==> config.mk <==
export PLATFORM = sky130hd
export DESIGN_NAME = usb_interface_manager
export DESIGN_NICKNAME = d
export VERILOG_FILES = /design/src/common/usb_interface_manager_pkg.sv /design/src/verilog/usb_interface_manager.sv
export SDC_FILE = /design/constraint.sdc
export NUM_CORES = 1
export LEC_CHECK = 0
export ABC_AREA = 0
export BUFFER_PORTS_ARGS = -buffer_cell sky130_fd_sc_hd__clkbuf_2
export CAP_MARGIN = 5
export CELL_PAD_IN_SITES_DETAIL_PLACEMENT = 1
export CELL_PAD_IN_SITES_GLOBAL_PLACEMENT = 1
export CORE_UTILIZATION = 39
export CTS_CLUSTER_DIAMETER = 40
export DETAILED_ROUTE_END_ITERATION = 8
export GPL_TIMING_DRIVEN = 0
export HOLD_SLACK_MARGIN = 0.08
export PLACE_DENSITY = 0.83
export SYNTH_ARGS = -nofsm -noshare
export SYNTH_HDL_FRONTEND = slang
export SYNTH_SLANG_ARGS = --single-unit
==> constraint.sdc <==
create_clock -name ref_clk -period 2.4 [get_ports ref_clk]
set_clock_uncertainty 0.2 [all_clocks]
set_input_delay 0.6 -clock ref_clk [delete_from_list [all_inputs] [get_ports ref_clk]]
set_output_delay 0.6 -clock ref_clk [all_outputs]
set_load 0.01 [all_outputs]
==> src/common/usb_interface_manager_pkg.sv <==
package usb_interface_manager_pkg;

  // ----------------------------------------------------------------
  // Register offsets (byte addresses, one 32-bit word each)
  // ----------------------------------------------------------------
  localparam logic [7:0] OFF_SOFT_RESET = 8'h00;
  localparam logic [7:0] OFF_CONTROL = 8'h04;
  localparam logic [7:0] OFF_DEVICE_ADDRESS = 8'h08;
  localparam logic [7:0] OFF_FUNCTION = 8'h0c;
  localparam logic [7:0] OFF_OTG_CONTROL = 8'h10;
  localparam logic [7:0] OFF_OTG_STATUS = 8'h14;
  localparam logic [7:0] OFF_SERIAL = 8'h18;
  localparam logic [7:0] OFF_FLAGS = 8'h1c;
  localparam logic [7:0] OFF_HOLD_SELECT = 8'h20;
  localparam logic [7:0] OFF_PORT_MASKS = 8'h24;
  localparam logic [7:0] OFF_FRAME_COUNTER = 8'h28;
  localparam logic [7:0] OFF_PACKET_ID = 8'h2c;
  localparam logic [7:0] OFF_ENDPOINT = 8'h30;
  localparam logic [7:0] OFF_ENDPOINT_MARK = 8'h34;
  localparam logic [7:0] OFF_OTG_FLAG_MASK = 8'h38;
  localparam logic [7:0] OFF_POWER_SIGNAL = 8'h3c;
  localparam logic [7:0] OFF_PHY_CONTROL = 8'h40;

  // ----------------------------------------------------------------
  // Field positions, writable masks and reset values
  // ----------------------------------------------------------------
  localparam int CTL_TOKEN_PROCESSING = 0;
  localparam int CTL_TOKEN_CHECKING = 1;
  localparam int CTL_LINE_DECODE = 2;
  localparam int CTL_IF_TIMING = 4;
  localparam int CTL_POWER_SIGNALLING = 5;
  localparam int CTL_FRAME_START_AS_TOKEN = 6;
  localparam int CTL_EVENT_ACK_MODE = 7;
  localparam logic [7:0] CTL_WRITE_MASK = 8'hf7;
  localparam logic [7:0] CTL_RESET = 8'h00;
  localparam int ADDR_W = 7;
  localparam int FUNC_OPMODE_LSB = 2;
  localparam int FUNC_TERM_SELECT = 1;
  localparam int FUNC_XCVR_SELECT = 0;
  localparam logic [4:0] FUNC_RESET = 5'h07;
  localparam logic [7:0] OTG_CTRL_WRITE_MASK = 8'hdf;
  localparam logic [7:0] OTG_CTRL_RESET = 8'h00;
  localparam int SERIAL_RX_LSB = 4;
  localparam int SERIAL_TX_SE0 = 3;
  localparam int SERIAL_TX_DATA = 2;
  localparam int SERIAL_TX_EN_LOW = 1;
  localparam int SERIAL_SPEED_MODE = 0;
  localparam logic [3:0] SERIAL_RESET = 4'h2;
  localparam int NUM_FLAGS = 7;
  localparam int FLAG_NEW_TOKEN = 6;
  localparam int FLAG_SE0 = 5;
  localparam int FLAG_K = 4;
  localparam int FLAG_J = 3;
  localparam int FLAG_DATA_CHECK_FAIL = 2;
  localparam int FLAG_RX_ACTIVE = 1;
  localparam int FLAG_RX_ERROR = 0;
  localparam int NUM_PORT_LINES = 4;
  localparam int PORT_MASK_W = 8;

  // ----------------------------------------------------------------
  // Line states and packet coding
  // ----------------------------------------------------------------
  localparam logic [1:0] LINE_SE0 = 2'h0;
  localparam logic [1:0] LINE_J = 2'h1;
  localparam logic [1:0] LINE_K = 2'h2;
  localparam logic [1:0] PID_KIND_TOKEN = 2'h1;
  localparam logic [1:0] PID_KIND_DATA = 2'h3;
  localparam logic [3:0] PID_FRAME_START = 4'h5;
  localparam logic [2:0] TOKEN_BYTES = 3'h3;
  localparam logic [4:0] CRC5_POLY = 5'h05;
  localparam logic [4:0] CRC5_INIT = 5'h1f;
  localparam logic [4:0] CRC5_RESIDUAL = 5'h0c;
  localparam logic [15:0] CRC16_POLY = 16'h8005;
  localparam logic [15:0] CRC16_INIT = 16'hffff;
  localparam logic [15:0] CRC16_RESIDUAL = 16'h800d;

  // Register access request from the processor side
  typedef struct packed {
    logic wr;
    logic rd;
    logic [7:0] addr;
    logic [31:0] wdata;
  } cfg_req_t;

  // Status coming back from the transceiver
  typedef struct packed {
    logic [1:0] line_state;
    logic rx_active;
    logic rx_valid;
    logic rx_error;
    logic [7:0] rx_data;
    logic [5:0] otg_status;
    logic [2:0] serial_rx;
  } phy_status_t;

  // Control driven to the transceiver
  typedef struct packed {
    logic [2:0] op_mode;
    logic term_select;
    logic xcvr_select;
    logic [7:0] otg_control;
    logic [3:0] serial_tx;
  } phy_ctrl_t;

endpackage : usb_interface_manager_pkg

==> src/verilog/usb_interface_manager.sv <==
`timescale 1ns/1ps
`default_nettype none

module usb_interface_manager (
  input wire logic ref_clk,
  input wire logic rst,
  input wire usb_interface_manager_pkg::cfg_req_t cfg_req,
  output logic [31:0] cfg_rdata,
  output logic cfg_rvalid,
  input wire usb_interface_manager_pkg::phy_status_t phy_status,
  output usb_interface_manager_pkg::phy_ctrl_t phy_ctrl,
  output logic [2:0] timing_modes,
  output logic [usb_interface_manager_pkg::NUM_PORT_LINES-1:0] port_lines
);

  // ----------------------------------------------------------------
  // Input synchronisers and soft reset
  // ----------------------------------------------------------------
  usb_interface_manager_pkg::phy_status_t status_meta;
  usb_interface_manager_pkg::phy_status_t status_sync;
  logic soft_clr;
  logic state_rst;
  // Transceiver status is foreign to ref_clk; two flops before any use
  always_ff @(posedge ref_clk) begin
    if (rst) begin
      status_meta <= '0;
      status_sync <= '0;
    end else begin
      status_meta <= phy_status;
      status_sync <= status_meta;
    end
  end

  // Write of any value to offset zero clears state one cycle later
  always_ff @(posedge ref_clk) begin
    if (rst) begin
      soft_clr <= 1'b0;
    end else begin
      soft_clr <= cfg_req.wr && cfg_req.addr == usb_interface_manager_pkg::OFF_SOFT_RESET;
    end
  end

  assign state_rst = rst | soft_clr;

  // ----------------------------------------------------------------
  // Control registers
  // ----------------------------------------------------------------
  logic [7:0] control;
  logic [usb_interface_manager_pkg::ADDR_W-1:0] dev_addr;
  logic [4:0] func_ctrl;
  logic [7:0] otg_ctrl;
  logic [3:0] serial_ctrl;
  logic [usb_interface_manager_pkg::NUM_FLAGS-1:0] hold_sel;
  logic [31:0] port_masks;
  logic wr_control;
  logic wr_addr;
  logic wr_func;
  logic wr_flags;
  assign wr_control = cfg_req.wr && cfg_req.addr == usb_interface_manager_pkg::OFF_CONTROL;
  assign wr_addr = cfg_req.wr && cfg_req.addr == usb_interface_manager_pkg::OFF_DEVICE_ADDRESS;
  assign wr_func = cfg_req.wr && cfg_req.addr == usb_interface_manager_pkg::OFF_FUNCTION;
  assign wr_flags = cfg_req.wr && cfg_req.addr == usb_interface_manager_pkg::OFF_FLAGS;

  // Writable fields only; reserved and read-only bits are dropped
  always_ff @(posedge ref_clk) begin
    if (state_rst) begin
      control <= usb_interface_manager_pkg::CTL_RESET;
      dev_addr <= '0;
      func_ctrl <= usb_interface_manager_pkg::FUNC_RESET;
      otg_ctrl <= usb_interface_manager_pkg::OTG_CTRL_RESET;
      serial_ctrl <= usb_interface_manager_pkg::SERIAL_RESET;
      hold_sel <= '0;
      port_masks <= '0;
    end else if (cfg_req.wr) begin
      unique case (cfg_req.addr)
        usb_interface_manager_pkg::OFF_CONTROL: begin
          control <= cfg_req.wdata[7:0] & usb_interface_manager_pkg::CTL_WRITE_MASK;
        end
        usb_interface_manager_pkg::OFF_DEVICE_ADDRESS: begin
          dev_addr <= cfg_req.wdata[usb_interface_manager_pkg::ADDR_W-1:0];
        end
        usb_interface_manager_pkg::OFF_FUNCTION: begin
          func_ctrl <= cfg_req.wdata[4:0];
        end
        usb_interface_manager_pkg::OFF_OTG_CONTROL: begin
          otg_ctrl <= cfg_req.wdata[7:0] & usb_interface_manager_pkg::OTG_CTRL_WRITE_MASK;
        end
        usb_interface_manager_pkg::OFF_SERIAL: begin
          serial_ctrl <= cfg_req.wdata[3:0];
        end
        usb_interface_manager_pkg::OFF_HOLD_SELECT: begin
          hold_sel <= cfg_req.wdata[usb_interface_manager_pkg::NUM_FLAGS-1:0];
        end
        usb_interface_manager_pkg::OFF_PORT_MASKS: begin
          port_masks <= cfg_req.wdata;
        end
        default: begin
        end
      endcase
    end
  end

  // Transceiver controls come straight from their fields
  assign phy_ctrl.op_mode = func_ctrl[4:usb_interface_manager_pkg::FUNC_OPMODE_LSB];
  assign phy_ctrl.term_select = func_ctrl[usb_interface_manager_pkg::FUNC_TERM_SELECT];
  assign phy_ctrl.xcvr_select = func_ctrl[usb_interface_manager_pkg::FUNC_XCVR_SELECT];
  assign phy_ctrl.otg_control = otg_ctrl;
  assign phy_ctrl.serial_tx = serial_ctrl;
  assign timing_modes = {control[usb_interface_manager_pkg::CTL_EVENT_ACK_MODE],
                         control[usb_interface_manager_pkg::CTL_POWER_SIGNALLING],
                         control[usb_interface_manager_pkg::CTL_IF_TIMING]};

  // ----------------------------------------------------------------
  // Packet decoder
  // ----------------------------------------------------------------
  logic act_prev;
  logic pkt_start;
  logic pkt_end;
  logic [2:0] byte_cnt;
  logic [7:0] pid_byte;
  logic [7:0] tok_byte1;
  logic [7:0] tok_byte2;
  logic [4:0] crc5;
  logic [15:0] crc16;
  logic pid_good;
  logic is_sof;
  logic tok_ok;
  logic crc_fail;
  logic [3:0] last_pid;
  logic [4:0] last_endpoint;
  // Bit-serial CRC step, LSB of each byte first on the wire
  function automatic logic [4:0] crc5_byte(input logic [4:0] c, input logic [7:0] d);
    logic [4:0] r;
    r = c;
    for (int b = 0; b < 8; b++) begin
      r = {r[3:0], 1'b0} ^ ((d[b] ^ r[4]) ? usb_interface_manager_pkg::CRC5_POLY : 5'h00);
    end
    return r;
  endfunction : crc5_byte

  function automatic logic [15:0] crc16_byte(input logic [15:0] c, input logic [7:0] d);
    logic [15:0] r;
    r = c;
    for (int b = 0; b < 8; b++) begin
      r = {r[14:0], 1'b0} ^ ((d[b] ^ r[15]) ? usb_interface_manager_pkg::CRC16_POLY : 16'h0000);
    end
    return r;
  endfunction : crc16_byte

  assign pkt_start = status_sync.rx_active & ~act_prev;
  assign pkt_end = ~status_sync.rx_active & act_prev;
  assign pid_good = pid_byte[7:4] == ~pid_byte[3:0];
  assign is_sof = pid_byte[3:0] == usb_interface_manager_pkg::PID_FRAME_START;

  // Checking is optional; with it off and token processing on, any well-formed token counts, a frame start token only with its mode bit on
  assign tok_ok = pkt_end && control[usb_interface_manager_pkg::CTL_TOKEN_PROCESSING]
    && pid_good && pid_byte[1:0] == usb_interface_manager_pkg::PID_KIND_TOKEN
    && byte_cnt == usb_interface_manager_pkg::TOKEN_BYTES
    && (!is_sof || control[usb_interface_manager_pkg::CTL_FRAME_START_AS_TOKEN])
    && (!control[usb_interface_manager_pkg::CTL_TOKEN_CHECKING]
        || (crc5 == usb_interface_manager_pkg::CRC5_RESIDUAL
            && (is_sof || tok_byte1[6:0] == dev_addr)));
  assign crc_fail = pkt_end && pid_good
    && pid_byte[1:0] == usb_interface_manager_pkg::PID_KIND_DATA
    && byte_cnt >= usb_interface_manager_pkg::TOKEN_BYTES
    && crc16 != usb_interface_manager_pkg::CRC16_RESIDUAL;
  // Byte capture and running checks over everything after the PID
  always_ff @(posedge ref_clk) begin
    if (state_rst) begin
      act_prev <= 1'b0;
      byte_cnt <= '0;
      pid_byte <= '0;
      tok_byte1 <= '0;
      tok_byte2 <= '0;
      crc5 <= usb_interface_manager_pkg::CRC5_INIT;
      crc16 <= usb_interface_manager_pkg::CRC16_INIT;
    end else begin
      act_prev <= status_sync.rx_active;
      if (pkt_start) begin
        byte_cnt <= '0;
        crc5 <= usb_interface_manager_pkg::CRC5_INIT;
        crc16 <= usb_interface_manager_pkg::CRC16_INIT;
      end else if (status_sync.rx_active && status_sync.rx_valid) begin
        if (byte_cnt != 3'h7) byte_cnt <= byte_cnt + 3'h1;
        if (byte_cnt == 3'h0) begin
          pid_byte <= status_sync.rx_data;
        end else begin
          crc5 <= crc5_byte(crc5, status_sync.rx_data);
          crc16 <= crc16_byte(crc16, status_sync.rx_data);
        end
        if (byte_cnt == 3'h1) tok_byte1 <= status_sync.rx_data;
        if (byte_cnt == 3'h2) tok_byte2 <= status_sync.rx_data;
      end
    end
  end

  // Only tokens that pass decoding are handed on
  always_ff @(posedge ref_clk) begin
    if (state_rst) begin
      last_pid <= '0;
      last_endpoint <= '0;
    end else if (tok_ok) begin
      last_pid <= pid_byte[3:0];
      last_endpoint <= {~is_sof, tok_byte2[2:0], tok_byte1[7]};
    end
  end

  // ----------------------------------------------------------------
  // Signal flags and port lines
  // ----------------------------------------------------------------
  logic [usb_interface_manager_pkg::NUM_FLAGS-1:0] flags;
  logic [usb_interface_manager_pkg::NUM_FLAGS-1:0] flag_event;
  logic line_en;
  assign line_en = control[usb_interface_manager_pkg::CTL_LINE_DECODE];
  assign flag_event = {tok_ok,
    line_en && status_sync.line_state == usb_interface_manager_pkg::LINE_SE0,
    line_en && status_sync.line_state == usb_interface_manager_pkg::LINE_K,
    line_en && status_sync.line_state == usb_interface_manager_pkg::LINE_J,
    crc_fail,
    status_sync.rx_active,
    status_sync.rx_error};

  // Per flag: a set always beats a clear arriving in the same cycle
  for (genvar i = 0; i < usb_interface_manager_pkg::NUM_FLAGS; i++) begin : g_flag
    logic sw_clear;
    assign sw_clear = wr_flags & cfg_req.wdata[i];
    always_ff @(posedge ref_clk) begin
      if (state_rst) begin
        flags[i] <= 1'b0;
      end else if (hold_sel[i]) begin
        flags[i] <= (flags[i] & ~sw_clear) | flag_event[i];
      end else if (i <= usb_interface_manager_pkg::FLAG_RX_ACTIVE) begin
        flags[i] <= flag_event[i];
      end else if (flag_event[i]) begin
        flags[i] <= 1'b1;
      end else if (pkt_start || sw_clear) begin
        flags[i] <= 1'b0;
      end
    end
  end

  // Registered so the lines never glitch on flag updates
  for (genvar p = 0; p < usb_interface_manager_pkg::NUM_PORT_LINES; p++) begin : g_port
    always_ff @(posedge ref_clk) begin
      if (state_rst) begin
        port_lines[p] <= 1'b0;
      end else begin
        port_lines[p] <= |(flags & port_masks[p*8 +: usb_interface_manager_pkg::NUM_FLAGS]);
      end
    end
  end

  // ----------------------------------------------------------------
  // Register read path
  // ----------------------------------------------------------------
  logic [31:0] next_rdata;
  // Unmapped offsets and reserved bits read as zero
  always_comb begin
    next_rdata = '0;
    unique case (cfg_req.addr)
      usb_interface_manager_pkg::OFF_CONTROL: next_rdata[7:0] = control;
      usb_interface_manager_pkg::OFF_DEVICE_ADDRESS: next_rdata[6:0] = dev_addr;
      usb_interface_manager_pkg::OFF_FUNCTION: next_rdata[4:0] = func_ctrl;
      usb_interface_manager_pkg::OFF_OTG_CONTROL: next_rdata[7:0] = otg_ctrl;
      usb_interface_manager_pkg::OFF_OTG_STATUS: next_rdata[5:0] = status_sync.otg_status;
      usb_interface_manager_pkg::OFF_SERIAL: begin
        next_rdata[6:usb_interface_manager_pkg::SERIAL_RX_LSB] = status_sync.serial_rx;
        next_rdata[3:0] = serial_ctrl;
      end
      usb_interface_manager_pkg::OFF_FLAGS: next_rdata[6:0] = flags;
      usb_interface_manager_pkg::OFF_HOLD_SELECT: next_rdata[6:0] = hold_sel;
      usb_interface_manager_pkg::OFF_PORT_MASKS: next_rdata = port_masks;
      usb_interface_manager_pkg::OFF_PACKET_ID: next_rdata[3:0] = last_pid;
      usb_interface_manager_pkg::OFF_ENDPOINT: next_rdata[4:0] = last_endpoint;
      default: next_rdata = '0;
    endcase
  end

  // One-cycle read answer; software issues only whole-word accesses
  always_ff @(posedge ref_clk) begin
    if (state_rst) begin
      cfg_rdata <= '0;
      cfg_rvalid <= 1'b0;
    end else begin
      cfg_rvalid <= cfg_req.rd;
      cfg_rdata <= cfg_req.rd ? next_rdata : '0;
    end
  end
endmodule : usb_interface_manager

`default_nettype wire
[Word-level counts from Yosys, hierarchy flattened]
Cells that the tools add are included.
Storage, ports and cells
  register bits after elaboration: 211
  bits of input ports: 66
  output and inout bits: 57
  word-level logic and storage cells: 238
Operators by class
  add/subtract/negate cells: 1
  $lt $le $gt $ge: 1
  equality and inequality tests: 24
  mux-type cells: 38
  bitwise gates (word level): 75
  reduce and logical (&&, ||, !) cells: 54
Operators by type and width (count)
  $mux W16: 8
  $xor A16 B16 Y16: 8
  $pmux W4 S11: 1
  $xor A5 B3 Y5: 8
  $eq A8 B5 Y1 const B: 4
  $eq A8 B6 Y1 const B: 4
  $and A7 B7 Y7: 4
  $reduce_or A7 Y1: 4
  $mux W3: 8
  $reduce_and A2 Y1: 9
  $logic_and A1 B1 Y1: 17
  $mux W1: 17
  $and A1 B1 Y1: 16
  $eq A8 B4 Y1 const B: 2
  $ne A16 B16 Y1 const B: 1
  $xor A1 B1 Y1: 16
  $reduce_bool A3 Y1: 5
  $not A1 Y1: 14
  $pmux W1 S7: 2
  $pmux W1 S10: 1
  $reduce_and A3 Y1: 3
  $eq A8 B3 Y1 const B: 1
  $logic_not A8 Y1: 1
  $logic_or A1 B1 Y1: 8
  19 further kinds: 31

[Longest topological paths before layout]
Gate-level depths: netlist (run 1).
  depth after elaboration: 24
  mapped depth: 8

[Worst setup path before layout (run 1)]
OpenSTA, ideal clock, no wires.
  kind: input-to-reg
  from: input cfg_req[36] (netlist name)
  to: register hold_sel[0] (netlist name)
  library setup time: 128 ps
  data arrival time: 1984 ps
  required time: 2072 ps
  path slack: 88 ps
  stages: 6
  path buffers: 2
  cell sequence: buf_2 nor4b_4 buf_2 nand3_1 mux2i_1 nor2_1
Between the ends
  longest elaborated chain between the ends: 2
Ends and longest elaborated chain
  start, declared: RTL line usb_interface_manager.sv:7  | input wire usb_interface_manager_pkg::cfg_req_t cfg_req,
  $eq A8 B6 Y1: RTL line usb_interface_manager.sv:75  | unique case (cfg_req.addr)
  $reduce_and A2 Y1 (no source line)
  end signal, assigned: RTL line usb_interface_manager.sv:92  | hold_sel <= cfg_req.wdata[usb_interface_manager_pkg::NUM_FLAGS-1:0];
  end, declared: RTL line usb_interface_manager.sv:53  | logic [usb_interface_manager_pkg::NUM_FLAGS-1:0] hold_sel;
No other way between the ends.
A chain may end at the register's enable or synchronous reset.

[Final worst setup path (run 1)]
  from: input cfg_req[33] (netlist name)
  to: register control[7]
Between the ends
  longest elaborated chain between the ends: 2
Ends and longest elaborated chain
  $eq A8 B3 Y1: RTL line usb_interface_manager.sv:75
  $reduce_and A2 Y1 (no source line)
  end signal, assigned: RTL line usb_interface_manager.sv:67  | control <= usb_interface_manager_pkg::CTL_RESET;
  end signal, assigned: RTL line usb_interface_manager.sv:77  | control <= cfg_req.wdata[7:0] & usb_interface_manager_pkg::CTL_WRITE_MASK;
  end, declared: RTL line usb_interface_manager.sv:48  | logic [7:0] control;
No other way between the ends.

==> qor.yml, run 1 <==
synth:
  syn_area_um2: 8350
  synth.area.top_cells: "dfxtp_1 (51%), nand2_1 (6.6%), mux2i_1 (5.5%), a21oi_1 (4.5%), xnor2_1 (3.7%)"
  synth_edf_count: 0
  synth_cell_types: 62
  synthAdderAreaFrac_pct: 0.899
  synthesis.nets: 976
  yosysTopAreaCell: "dfxtp_1"
  async_flop_share_pct: 0
  synth_compound_area_share_pct: 12.8
  synth-xor-area-share_pct: 5.77
  ys.flop_type: "dfxtp_1"
  synth_top_family_by_area: "simple AND/OR/NAND/NOR gates"
  yosysWarnings: 0
  ys_seq_area_share_pct: 50.6
  synthSimpleGateAreaFrac_pct: 20.7
  netlist_instances: 904
  synth_top_area_share_pct: 50.6
  ys_seq_elements: 211
  synth_mux_area_share_pct: 5.92
  synth_area_per_cell_um2: 9.24
sta:
  setup_tns_ps: 0
  max_freq_ghz: 0.419
  setup_viol: 0
  worst_slew_pin_slew_ps: 724
  rsz0062_at_grt: "no"
  holdWs_ps: 78.3
  slew_viol_final: 0
  period_share_pct: 99.5
  hold_violations: 0
  slew_headroom_pct: 51.7
  min_period_ps: 2390
detailed_routing:
  met3RoutedLength_mm: 1.83
  drt_first_iter_violations: 517
  routedWlPerCell_um: 19.9
  drcViolationCount: 0
  met1_length_mm: 11.7
  highest_layer: "met4"
  wl_mm: 27.4
  ant_nets: 0
  first_pass_iters: 7
  avgViaCountPerCell: 5.41
  wl_met2_mm: 13.2
  vias: 7424
clocking:
  clk_path_buf_depth: 3
  path_clk_slew_ps: 60
  tritoncts.num_buffers: 30
  cts_tree: "yes"
  cts_root_buffer: "clkbuf_16"
  cts_sinks: 211
  insertion_delay_ps: 570
  htreeDepth: 1
floorplanning:
  initial_core_util_pct: 39.7
  die_h_um: 148
  die_x_um: 148
  io_pins: 123
  num_rows: 53
  die-area_um2: 22000
  core_area_um2: 21000
critical_path:
  path_cells: "clkbuf_2, nor3_2, and2_1, buf_2, nand3_2, mux2i_1, nor2_1"
  endpoint_kind: "flip-flop"
  cpPeakStageDelay_ps: 460
  startpoint_type: "input port"
  arrival_ps: 2620
  critPathKind: "input port to flip-flop"
  cp_max_fo: 10
  cp_slowest_cell: "nor3_2"
  cp.required_ps: 2630
pwr:
  p_int_mw: 6.34
  p_seq_share_pct: 42.4
  power.density_nw_per_um2: 794
  netSwitchingFraction_pct: 24.7
  power_frac_comb_pct: 4.7
  peakVddDrop_mv: 0.566
  leakage_nw: 4.41
  p_sw_mw: 2.08
  clkPwrFrac_pct: 52.9
job:
  cap_viol_max_count: 0
final_layout:
  diodes: 0
  ff_latch_area_um2: 4230
  syn2layout_area_growth_pct: 27.0
  fillCellCount: 2426
  layout-drive-gt1-share_pct: 19.5
  nets: 1147
  multiInputGateArea_um2: 3900
global_route:
  grt_pass1_vias: 7633
  grt_max_degree: 17
  grt-ovfl-total: 0
  grt_pass1_wl_mm: 42.2
  track_usage_pct: 24.7
  antenna_found_initial: 0
placed_design:
  dp_hpwl_mm: 18.9
  port_buffers: 115
  place_congestion: 0.933
min_path:
  hp-class: "input port to flip-flop"
run_status:
  status: "completed"
final cells by class:
class	instances	area share (%)
buffer	55	2.30
inverter	7	0.248
sequential	211	39.8
timing repair buffer	140	7.78
clock buffer	36	7.76
multi-input combinational	630	36.8
clock inverter	19	2.03
tap	275	3.24
cell families (layout without fill, tap and decap cells):
family | count (synthesis) | in the layout
buf+inv | 63 | 257
other cells | 1 | 1
mux | 48 | 48
xor+xnor | 50 | 50
compound gates | 171 | 171
flops | 211 | 211
fa+ha+maj | 6 | 6
simple gates | 354 | 354
power groups by stage:
stage	logic [mW]	clock network [mW]	registers, mW
after global routing	0.421	4.65	3.58
after floorplan	0.208	0	3.63
final	0.397	4.45	3.57
after global placement	0.340	0	3.65
after CTS	0.388	4.48	3.57
after detailed placement	0.350	0	3.65
synth_stat cells (3+ instances only):
cell	number
a211oi_1	4
a21oi_1	75
a222oi_1	5
a22o_1	4
a22oi_1	21
a31oi_1	12
and2_1	28
and3_1	7
buf_2	16
buf_4	4
clkbuf_1	34
dfxtp_1	211
ha_1	6
inv_1	7
mux2i_1	46
nand2_1	147
nand2b_1	3
nand3_1	27
nand3b_1	3
nand4_1	4
nor2_1	60
nor2b_1	47
nor3_1	9
nor4_1	3
o211ai_1	15
o21ai_0	16
o22ai_1	5
xnor2_1	35
xor2_1	11
metal layers:
layer  vias to the layer above  GRT usage [%]
li1                       3444              -
met1                      3613           32.0
met2                       316           42.1
met3                        51           3.56
met4                         0           8.35
met5                         -              0
flip-flops by register name, summed over array words and instances (netlist names), 4 cells and up:
register and cells:
status_sync 20, tok_byte1 8, last_pid 4, port_lines 4, func_ctrl 5, serial_ctrl 4
last_endpoint 5, dev_addr 7, hold_sel 7, cfg_rdata 32, port_masks 32, control 7
otg_ctrl 7, pid_byte 8, flags 7, crc5 5, crc16 16, status_meta 22
worst paths after layout:
path	end	start	depth (start not counted)	slack, ps
max	control[7]	cfg_req[33]	7	10
max reg2reg	crc5[2]	byte_cnt[0]	7	140
min	status_meta[6]	phy_status[6]	2	80
min reg2reg	status_sync[14]	status_meta[14]	1	240
timing repair:
item                                   4_1_cts  5_1_grt
setup buffers                                0        0
resized for setup                            5       11
hold buffers                                24        1
setup endpoints to repair                   59       67
endpoints found under the hold margin       24        1
worst max-delay path: cells and delay by family:
kind	cells	cell delay [ps]
buffers and inverters	2	460
muxes	1	340
and+or+nand+nor	4	1220
through the flow:
step	util (%)	setup WS, ps	power (mW)	area [um^2]	instances
global route	50.5	2.38	8.65	10600	1373
floorplan	-	88.0	3.84	8350	904
global placement	44.1	-895	3.98	9270	1294
detailed placement	44.1	-996	4.00	9270	1294
CTS	50.3	47.2	8.44	10600	1373
finish	50.5	11.6	8.42	10600	1373
placed cells by master, fill, tap and decap left out, types with 4 or more instances in the layout:
cell / Yosys / final
a22oi_1: 21 / 21
clkbuf_8: 0 / 5
a31oi_1: 12 / 12
and3_1: 7 / 7
buf_4: 4 / 4
o22ai_1: 5 / 5
inv_6: 0 / 5
ha_1: 6 / 6
a21oi_1: 75 / 75
nand2_1: 147 / 147
clkbuf_1: 34 / 30
inv_8: 0 / 5
nor3_1: 9 / 7
clkbuf_16: 0 / 30
xor2_1: 11 / 11
clkbuf_2: 0 / 117
nor2b_1: 47 / 47
buf_2: 16 / 16
a22o_1: 4 / 4
nand3_1: 27 / 27
mux2i_1: 46 / 46
and2_1: 28 / 28
a211oi_1: 4 / 4
inv_1: 7 / 7
nand4_1: 4 / 4
buf_1: 2 / 4
clkinvlp_4: 0 / 5
o21ai_0: 16 / 16
xnor2_1: 35 / 35
dfxtp_1: 211 / 209
a222oi_1: 5 / 5
nor2_1: 60 / 59
dlygate4sd3_1: 0 / 25
o211ai_1: 15 / 15
No activity file was read; power rests on OpenSTA's default activity.
==> run 2, diff against run 1 <==
- ABC_AREA: 0 -> 1
- CORE_ASPECT_RATIO: unset -> 1.5
- CORE_UTILIZATION: 39 -> 38
- PLACE_DENSITY: 0.83 -> 0.84
==> qor.yml, run 2 <==
global_route:
  grt-ovfl-total: 0  # unchanged
  grt_busiest_layer: "met2"
  grt_use_met2_pct: 47.1  # +4.9 points
  grt_pass1_wl_mm: 42.6  # +0.92%
  met3_usage_pct: 3.09  # -0.46 points
  grt_pass1_vias: 8230  # +7.8%
  grt.met1_usage_pct: 24.6  # -7.4 points
  grt_max_degree: 16  # -1
  track_usage_pct: 24.7  # about the same
  antenna_found_initial: 0  # unchanged
sta:
  slew_viol_final: 0  # unchanged
  setup_viol: 0  # unchanged
  holdWs_ps: 139  # +60.5 ps
  setup_tns_ps: 0  # unchanged
  hold_violations: 0  # unchanged
  rsz0062_at_grt: "no"
  max_freq_ghz: 0.452  # +8.0%
  slew_headroom_pct: 57.5  # +5.7 points
  period_share_pct: 92.1  # -7.4 points
  worst_slew_pin_slew_ps: 634  # -90.0 ps
  min_period_ps: 2210  # -178 ps
  worst_slack_ps: 189  # +178 ps
synth:
  synth_compound_area_share_pct: 18.3  # +5.5 points
  syn_area_um2: 8240  # -1.4%
  synth_mux_area_share_pct: 0  # -5.9 points
  netlist_instances: 1033  # +14%
  synthAdderAreaFrac_pct: 0.912  # +0.013 points
  synth_edf_count: 0  # unchanged
  synth-xor-area-share_pct: 3.62  # -2.2 points
  synth_cell_types: 38  # -39%
  ys.flop_type: "dfxtp_1"
  ys_seq_area_share_pct: 51.3  # +0.71 points
  synth.most_common_cell: "dfxtp_1"
  synth.area.top_cells: "dfxtp_1 (51%), a21oi_1 (7.5%), o21ai_0 (6.9%), inv_1 (6.7%), nor2_1 (5.3%)"
  synth_area_per_cell_um2: 7.97  # -14%
  yosysTopAreaCell: "dfxtp_1"
  yosysWarnings: 0  # unchanged
  synth_top_area_share_pct: 51.3  # +0.71 points
  synthesis.nets: 1105  # +13%
  async_flop_share_pct: 0  # unchanged
  synthSimpleGateAreaFrac_pct: 16.2  # -4.6 points
  ys_seq_elements: 211  # unchanged
  synth_top_family_by_area: "compound AO/OA/AOI/OAI gates"
  synthTopCellsByCount: "dfxtp_1 (211), inv_1 (148), a21oi_1 (123)"
critical_path:
  cp_max_fo: 10  # unchanged
  endpoint_kind: "flip-flop"
  r2r_slack_ps: 190  # +50 ps
  cp.required_ps: 2620  # about the same
  crit_start: "flag_event[1]"
  rr_startpoint: "flag_event[1]"
  critPathKind: "flip-flop to flip-flop"
  arrival_ps: 2430  # -190 ps
  r2r_cells: 6  # -1
  rr_endpoint: "crc16[15]"
  startpoint_type: "flip-flop"
clocking:
  tritoncts.num_buffers: 28  # -6.7%
  cts_tree: "yes"
  path_clk_slew_ps: 60  # about the same
  clk_path_buf_depth: 3  # unchanged
  cts_sinks: 211  # unchanged
  cts_root_buffer: "clkbuf_16"
  insertion_delay_ps: 550  # -20 ps
  htreeDepth: 1  # unchanged
  cts_setup_buffers: 0  # unchanged
final_layout:
  syn2layout_area_growth_pct: 25.4
  mostFrequentLayoutCell: "dfxtp_1"
  layout-drive-gt1-share_pct: 19.2  # -0.34 points
  diodes: 0  # unchanged
  stdcell_area_um2: 10300  # -2.7%
  postLayoutCoreUtil_pct: 48.8  # -1.6 points
  nets: 1277  # +11%
  reg.largest.list: "cfg_rdata: 32 flops, port_masks: 32 flops, status_meta: 22 flops"
  layout.cells.non_filler: 1495  # +8.9%
  final_cell_mix: "dfxtp_1 (211), inv_1 (148), a21oi_1 (122), clkbuf_2 (120), nor2_1 (116)"
run_status:
  status: "completed"
placed_design:
  place_congestion: 0.946  # +1.4%
  post_dp_cell_area_um2: 9170  # -1.1%
  dp_hpwl_mm: 19.6  # +3.5%
  dpl_worst_slack_ps: -154  # +842 ps
  place_inst: 1421  # +9.8%
  port_buffers: 120  # +4.3%
pwr:
  fin_total_pwr_mw: 7.97  # -5.4%
  peakVddDrop_mv: 0.563  # -0.52%
  leakage_nw: 4.49  # +1.7%
  power.density_nw_per_um2: 772  # -2.8%
detailed_routing:
  drt_first_iter_violations: 347  # -33%
  wl_mm: 27.3  # -0.12%
  avgViaCountPerCell: 5.17  # -4.3%
  drcViolationCount: 0  # unchanged
  ant_nets: 0  # unchanged
  vias: 7734  # +4.2%
  routedWlPerCell_um: 18.3  # -8.3%
  first_pass_iters: 5  # -2
min_path:
  hold_path.startpoint: "cfg_req[31]"
  whs_path_depth: 3  # +1
  hp-class: "input port to flip-flop"
  hold_end: "port_masks[31]"
floorplanning:
  die-area_um2: 22300  # +1.2%
  core_area_um2: 21100  # +0.59%
  initial_core_util_pct: 38.9  # -0.78 points
  io_pins: 123  # unchanged
  num_rows: 65  # +23%
  die_h_um: 182  # +23%
  die_x_um: 122  # -18%
job:
  cap_viol_max_count: 0  # unchanged
[run 2: cell count changes in the layout (fill, tap and decap cells not counted), sizes merged, moves of 13 or more]
cell,delta
nor2,+67
a22oi,-21
clkbuf,-13
nand2,-29
o21ai,+99
inv,+150
a21oi,+51
xnor2,-19
and2,-28
nor2b,-47
mux2i,-46
[run 2: timing repair]
item,4_1_cts,5_1_grt
hold buffers,22,0
resized for setup,1,0
endpoints found under the setup margin,5,0
endpoints found under the hold margin,22,0
[run 2: layer usage]
layer,routed length [um],vias up
met5,0,-
met2,14600,228
met3,1160,102
met1,9840,3710
li1,-,3694
met4,1750,0
[run 2: worst max-delay path by stage]
stage	endpoint
2_1_floorplan	port_masks[10]
3_3_place_gp	crc16[0]
3_5_place_dp	port_masks[9]
4_1_cts	crc16[12]
5_1_grt	crc16[12]
6_report	crc16[15]
[run 2: cell type report]
type / count / area, um^2
fillers: 2622 / 10800
flip-flops and latches: 211 / 4220
multi-input cells: 623 / 3220
repair buffers: 142 / 821
clock buffers: 31 / 732
inverters: 159 / 597
well taps: 268 / 335
plain buffers: 40 / 199
clock inverters: 21 / 198
[run 2: critical path: stages (launching register included)]
cell,delay (ps)
dfxtp_1,490
nand2_1,260
a21oi_2,340
inv_2,180
clkbuf_1,290
a21oi_1,250
nand2_1,80
[run 2: cell families after synthesis]
| kind of cell | after synthesis |
|---|---|
| simple gates | 304 |
| compound gates | 278 |
| flops | 211 |
| buf+inv | 199 |
| xor+xnor | 34 |
| fa+ha+maj | 6 |
| other cells | 1 |
[run 2: power by group]
| group | total (mW) | internal [mW] | switching [mW] |
|---|---|---|---|
| Sequential | 3.57 | 3.54 | 0.0277 |
| Clock | 4.04 | 2.29 | 1.75 |
| Combinational | 0.364 | 0.131 | 0.233 |
| Total | 7.97 | 5.96 | 2.01 |
==> run 3, diff against run 2 <==
- SETUP_SLACK_MARGIN: unset -> 0.2
==> qor.yml, run 3 (synthesis results as in run 2) <==
final_layout:
  stdcell_area_um2: 10300  # +0.11%
  fillCellCount: 2618  # -0.15%
  final_cell_mix: "dfxtp_1 (211), inv_1 (148), a21oi_1 (122), clkbuf_2 (121), nor2_1 (116)"
  mostFrequentLayoutCell: "dfxtp_1"
  postLayoutCoreUtil_pct: 48.9  # +0.053 points
  reg.largest.list: "cfg_rdata: 32 flops, port_masks: 32 flops, status_meta: 22 flops"
  nets: 1277  # unchanged
  diodes: 0  # unchanged
  syn2layout_area_growth_pct: 25.5
  layout.cells.non_filler: 1495  # unchanged
  layout-drive-gt1-share_pct: 19.3  # +0.16 points
placed_design:
  place_congestion: 0.946  # unchanged
  place_inst: 1421  # unchanged
  post_dp_cell_area_um2: 9170  # unchanged
  dp_hpwl_mm: 19.6  # unchanged
  port_buffers: 120  # unchanged
floorplanning:
  num_rows: 65  # unchanged
  die_h_um: 182  # unchanged
  io_pins: 123  # unchanged
  core_area_um2: 21100  # unchanged
  initial_core_util_pct: 38.9  # unchanged
  die_x_um: 122  # unchanged
  die-area_um2: 22300  # unchanged
pwr:
  leakage_nw: 4.49  # about the same
  peakVddDrop_mv: 0.562  # -0.19%
  power.density_nw_per_um2: 772  # about the same
clocking:
  cts_sinks: 211  # unchanged
  path_clk_slew_ps: 60  # about the same
  cts_tree: "yes"
  clk_path_buf_depth: 3  # unchanged
  htreeDepth: 1  # unchanged
  insertion_delay_ps: 550  # about the same
  tritoncts.num_buffers: 28  # unchanged
  cts_root_buffer: "clkbuf_16"
  cts_setup_buffers: 0  # unchanged
min_path:
  hp-class: "input port to flip-flop"
  whs_path_depth: 3  # unchanged
  hold_path.startpoint: "cfg_req[31]"
  hold_end: "port_masks[31]"
detailed_routing:
  first_pass_iters: 5  # unchanged
  routedWlPerCell_um: 18.3  # -0.11%
  avgViaCountPerCell: 5.18  # +0.10%
  drt_first_iter_violations: 360  # +3.7%
  ant_nets: 0  # unchanged
  vias: 7742  # +0.10%
  wl_mm: 27.3  # -0.11%
  drcViolationCount: 0  # unchanged
sta:
  rsz0062_at_grt: "no"
  setup_tns_ps: 0  # unchanged
  max_freq_ghz: 0.484  # +7.1%
  slew_headroom_pct: 56.7  # -0.76 points
  hold_violations: 0  # unchanged
  period_share_pct: 86.0  # -6.1 points
  worst_slew_pin_slew_ps: 646  # +11.3 ps
  setup_viol: 0  # unchanged
  min_period_ps: 2060  # -146 ps
  slew_viol_final: 0  # unchanged
run_status:
  status: "completed"
critical_path:
  path_cells: "nor2_4, inv_1, nor2_2, inv_2, buf_2, a21oi_1, nand2_1"
  cpPeakStageDelay_ps: 380  # -110 ps
  r2r_cells: 7  # +1
  arrival_ps: 2290  # -140 ps
  startpoint_type: "flip-flop"
  endpoint_kind: "flip-flop"
  cp_slowest_cell: "nor2_2"
  rr_endpoint: "crc5[2]"
  cp.required_ps: 2630  # about the same
  critPathKind: "flip-flop to flip-flop"
  rr_startpoint: "soft_clr"
  cp_max_fo: 10  # unchanged
  r2r_slack_ps: 340  # +150 ps
global_route:
  grt_pass1_vias: 8238  # +0.097%
  track_usage_pct: 24.7  # about the same
  antenna_found_initial: 0  # unchanged
  grt-ovfl-total: 0  # unchanged
  grt_max_degree: 16  # unchanged
  grt_pass1_wl_mm: 42.6  # about the same
job:
  cap_viol_max_count: 0  # unchanged
[run 3: worst max path at each step]
stage,startpoint,endpoint,slack (ps),cells after the start
floorplan,cfg_req[33],port_masks[10],450,9
global placement,rst,crc16[0],-120,8
detailed placement,cfg_req[33],port_masks[9],-150,10
CTS,flag_event[1],crc16[12],240,6
global route,byte_cnt[0],crc5[2],220,7
finish,soft_clr,crc5[2],340,7
[run 3: critical path: cells and delay by family, from the launching register on]
kind | cells | cell delay, ps
buffers and inverters | 3 | 660
AOI/OAI and AO/OA | 1 | 150
DFF | 1 | 320
and+or+nand+nor | 3 | 610
[run 3: per-layer routing]
| metal | wire length [um] | global-route usage [%] | vias to the layer above | share of wire, % |
|---|---|---|---|---|
| met5 | 0 | 0 | - | 0 |
| met4 | 1780 | 15.5 | 0 | 6.5 |
| met3 | 1250 | 3.09 | 108 | 4.6 |
| met2 | 14500 | 47.1 | 243 | 53 |
| met1 | 9720 | 24.6 | 3699 | 36 |
| li1 | - | - | 3692 | - |
[run 3: where the power goes]
part	internal, mW	leakage, nW	switching (mW)
registers	3.54	1.71	0.0277
logic	0.131	2.32	0.232
clock network	2.29	0.461	1.75
total	5.96	4.49	2.01
[run 3: layout make-up]
| cell class | instances | area (um^2) | area share (%) |
|---|---|---|---|
| buffer | 40 | 200 | 1.94 |
| clock buffer | 31 | 732 | 7.08 |
| clock inverter | 21 | 198 | 1.91 |
| inverter | 159 | 597 | 5.77 |
| multi-input combinational | 623 | 3230 | 31.2 |
| sequential | 211 | 4220 | 40.9 |
| tap | 268 | 335 | 3.24 |
| timing repair buffer | 142 | 821 | 7.94 |
[run 3: metrics by stage]
step                      setup slack, ps  total power [mW]  hold WS, ps
final                                 335              7.98          140
after detailed placement             -154              3.97          200
after floorplan                       447              3.82          188
after global routing                  216              8.21          149
after CTS                             240              8.01          121
after global placement               -119              3.96          190
[run 3: repair_timing]
| action | CTS | global route |
|---|---|---|
| gates resized for setup | 2 | 3 |
| hold buffers | 22 | 0 |
| setup endpoints to repair | 17 | 7 |
| endpoints found under the hold margin | 22 | 0 |
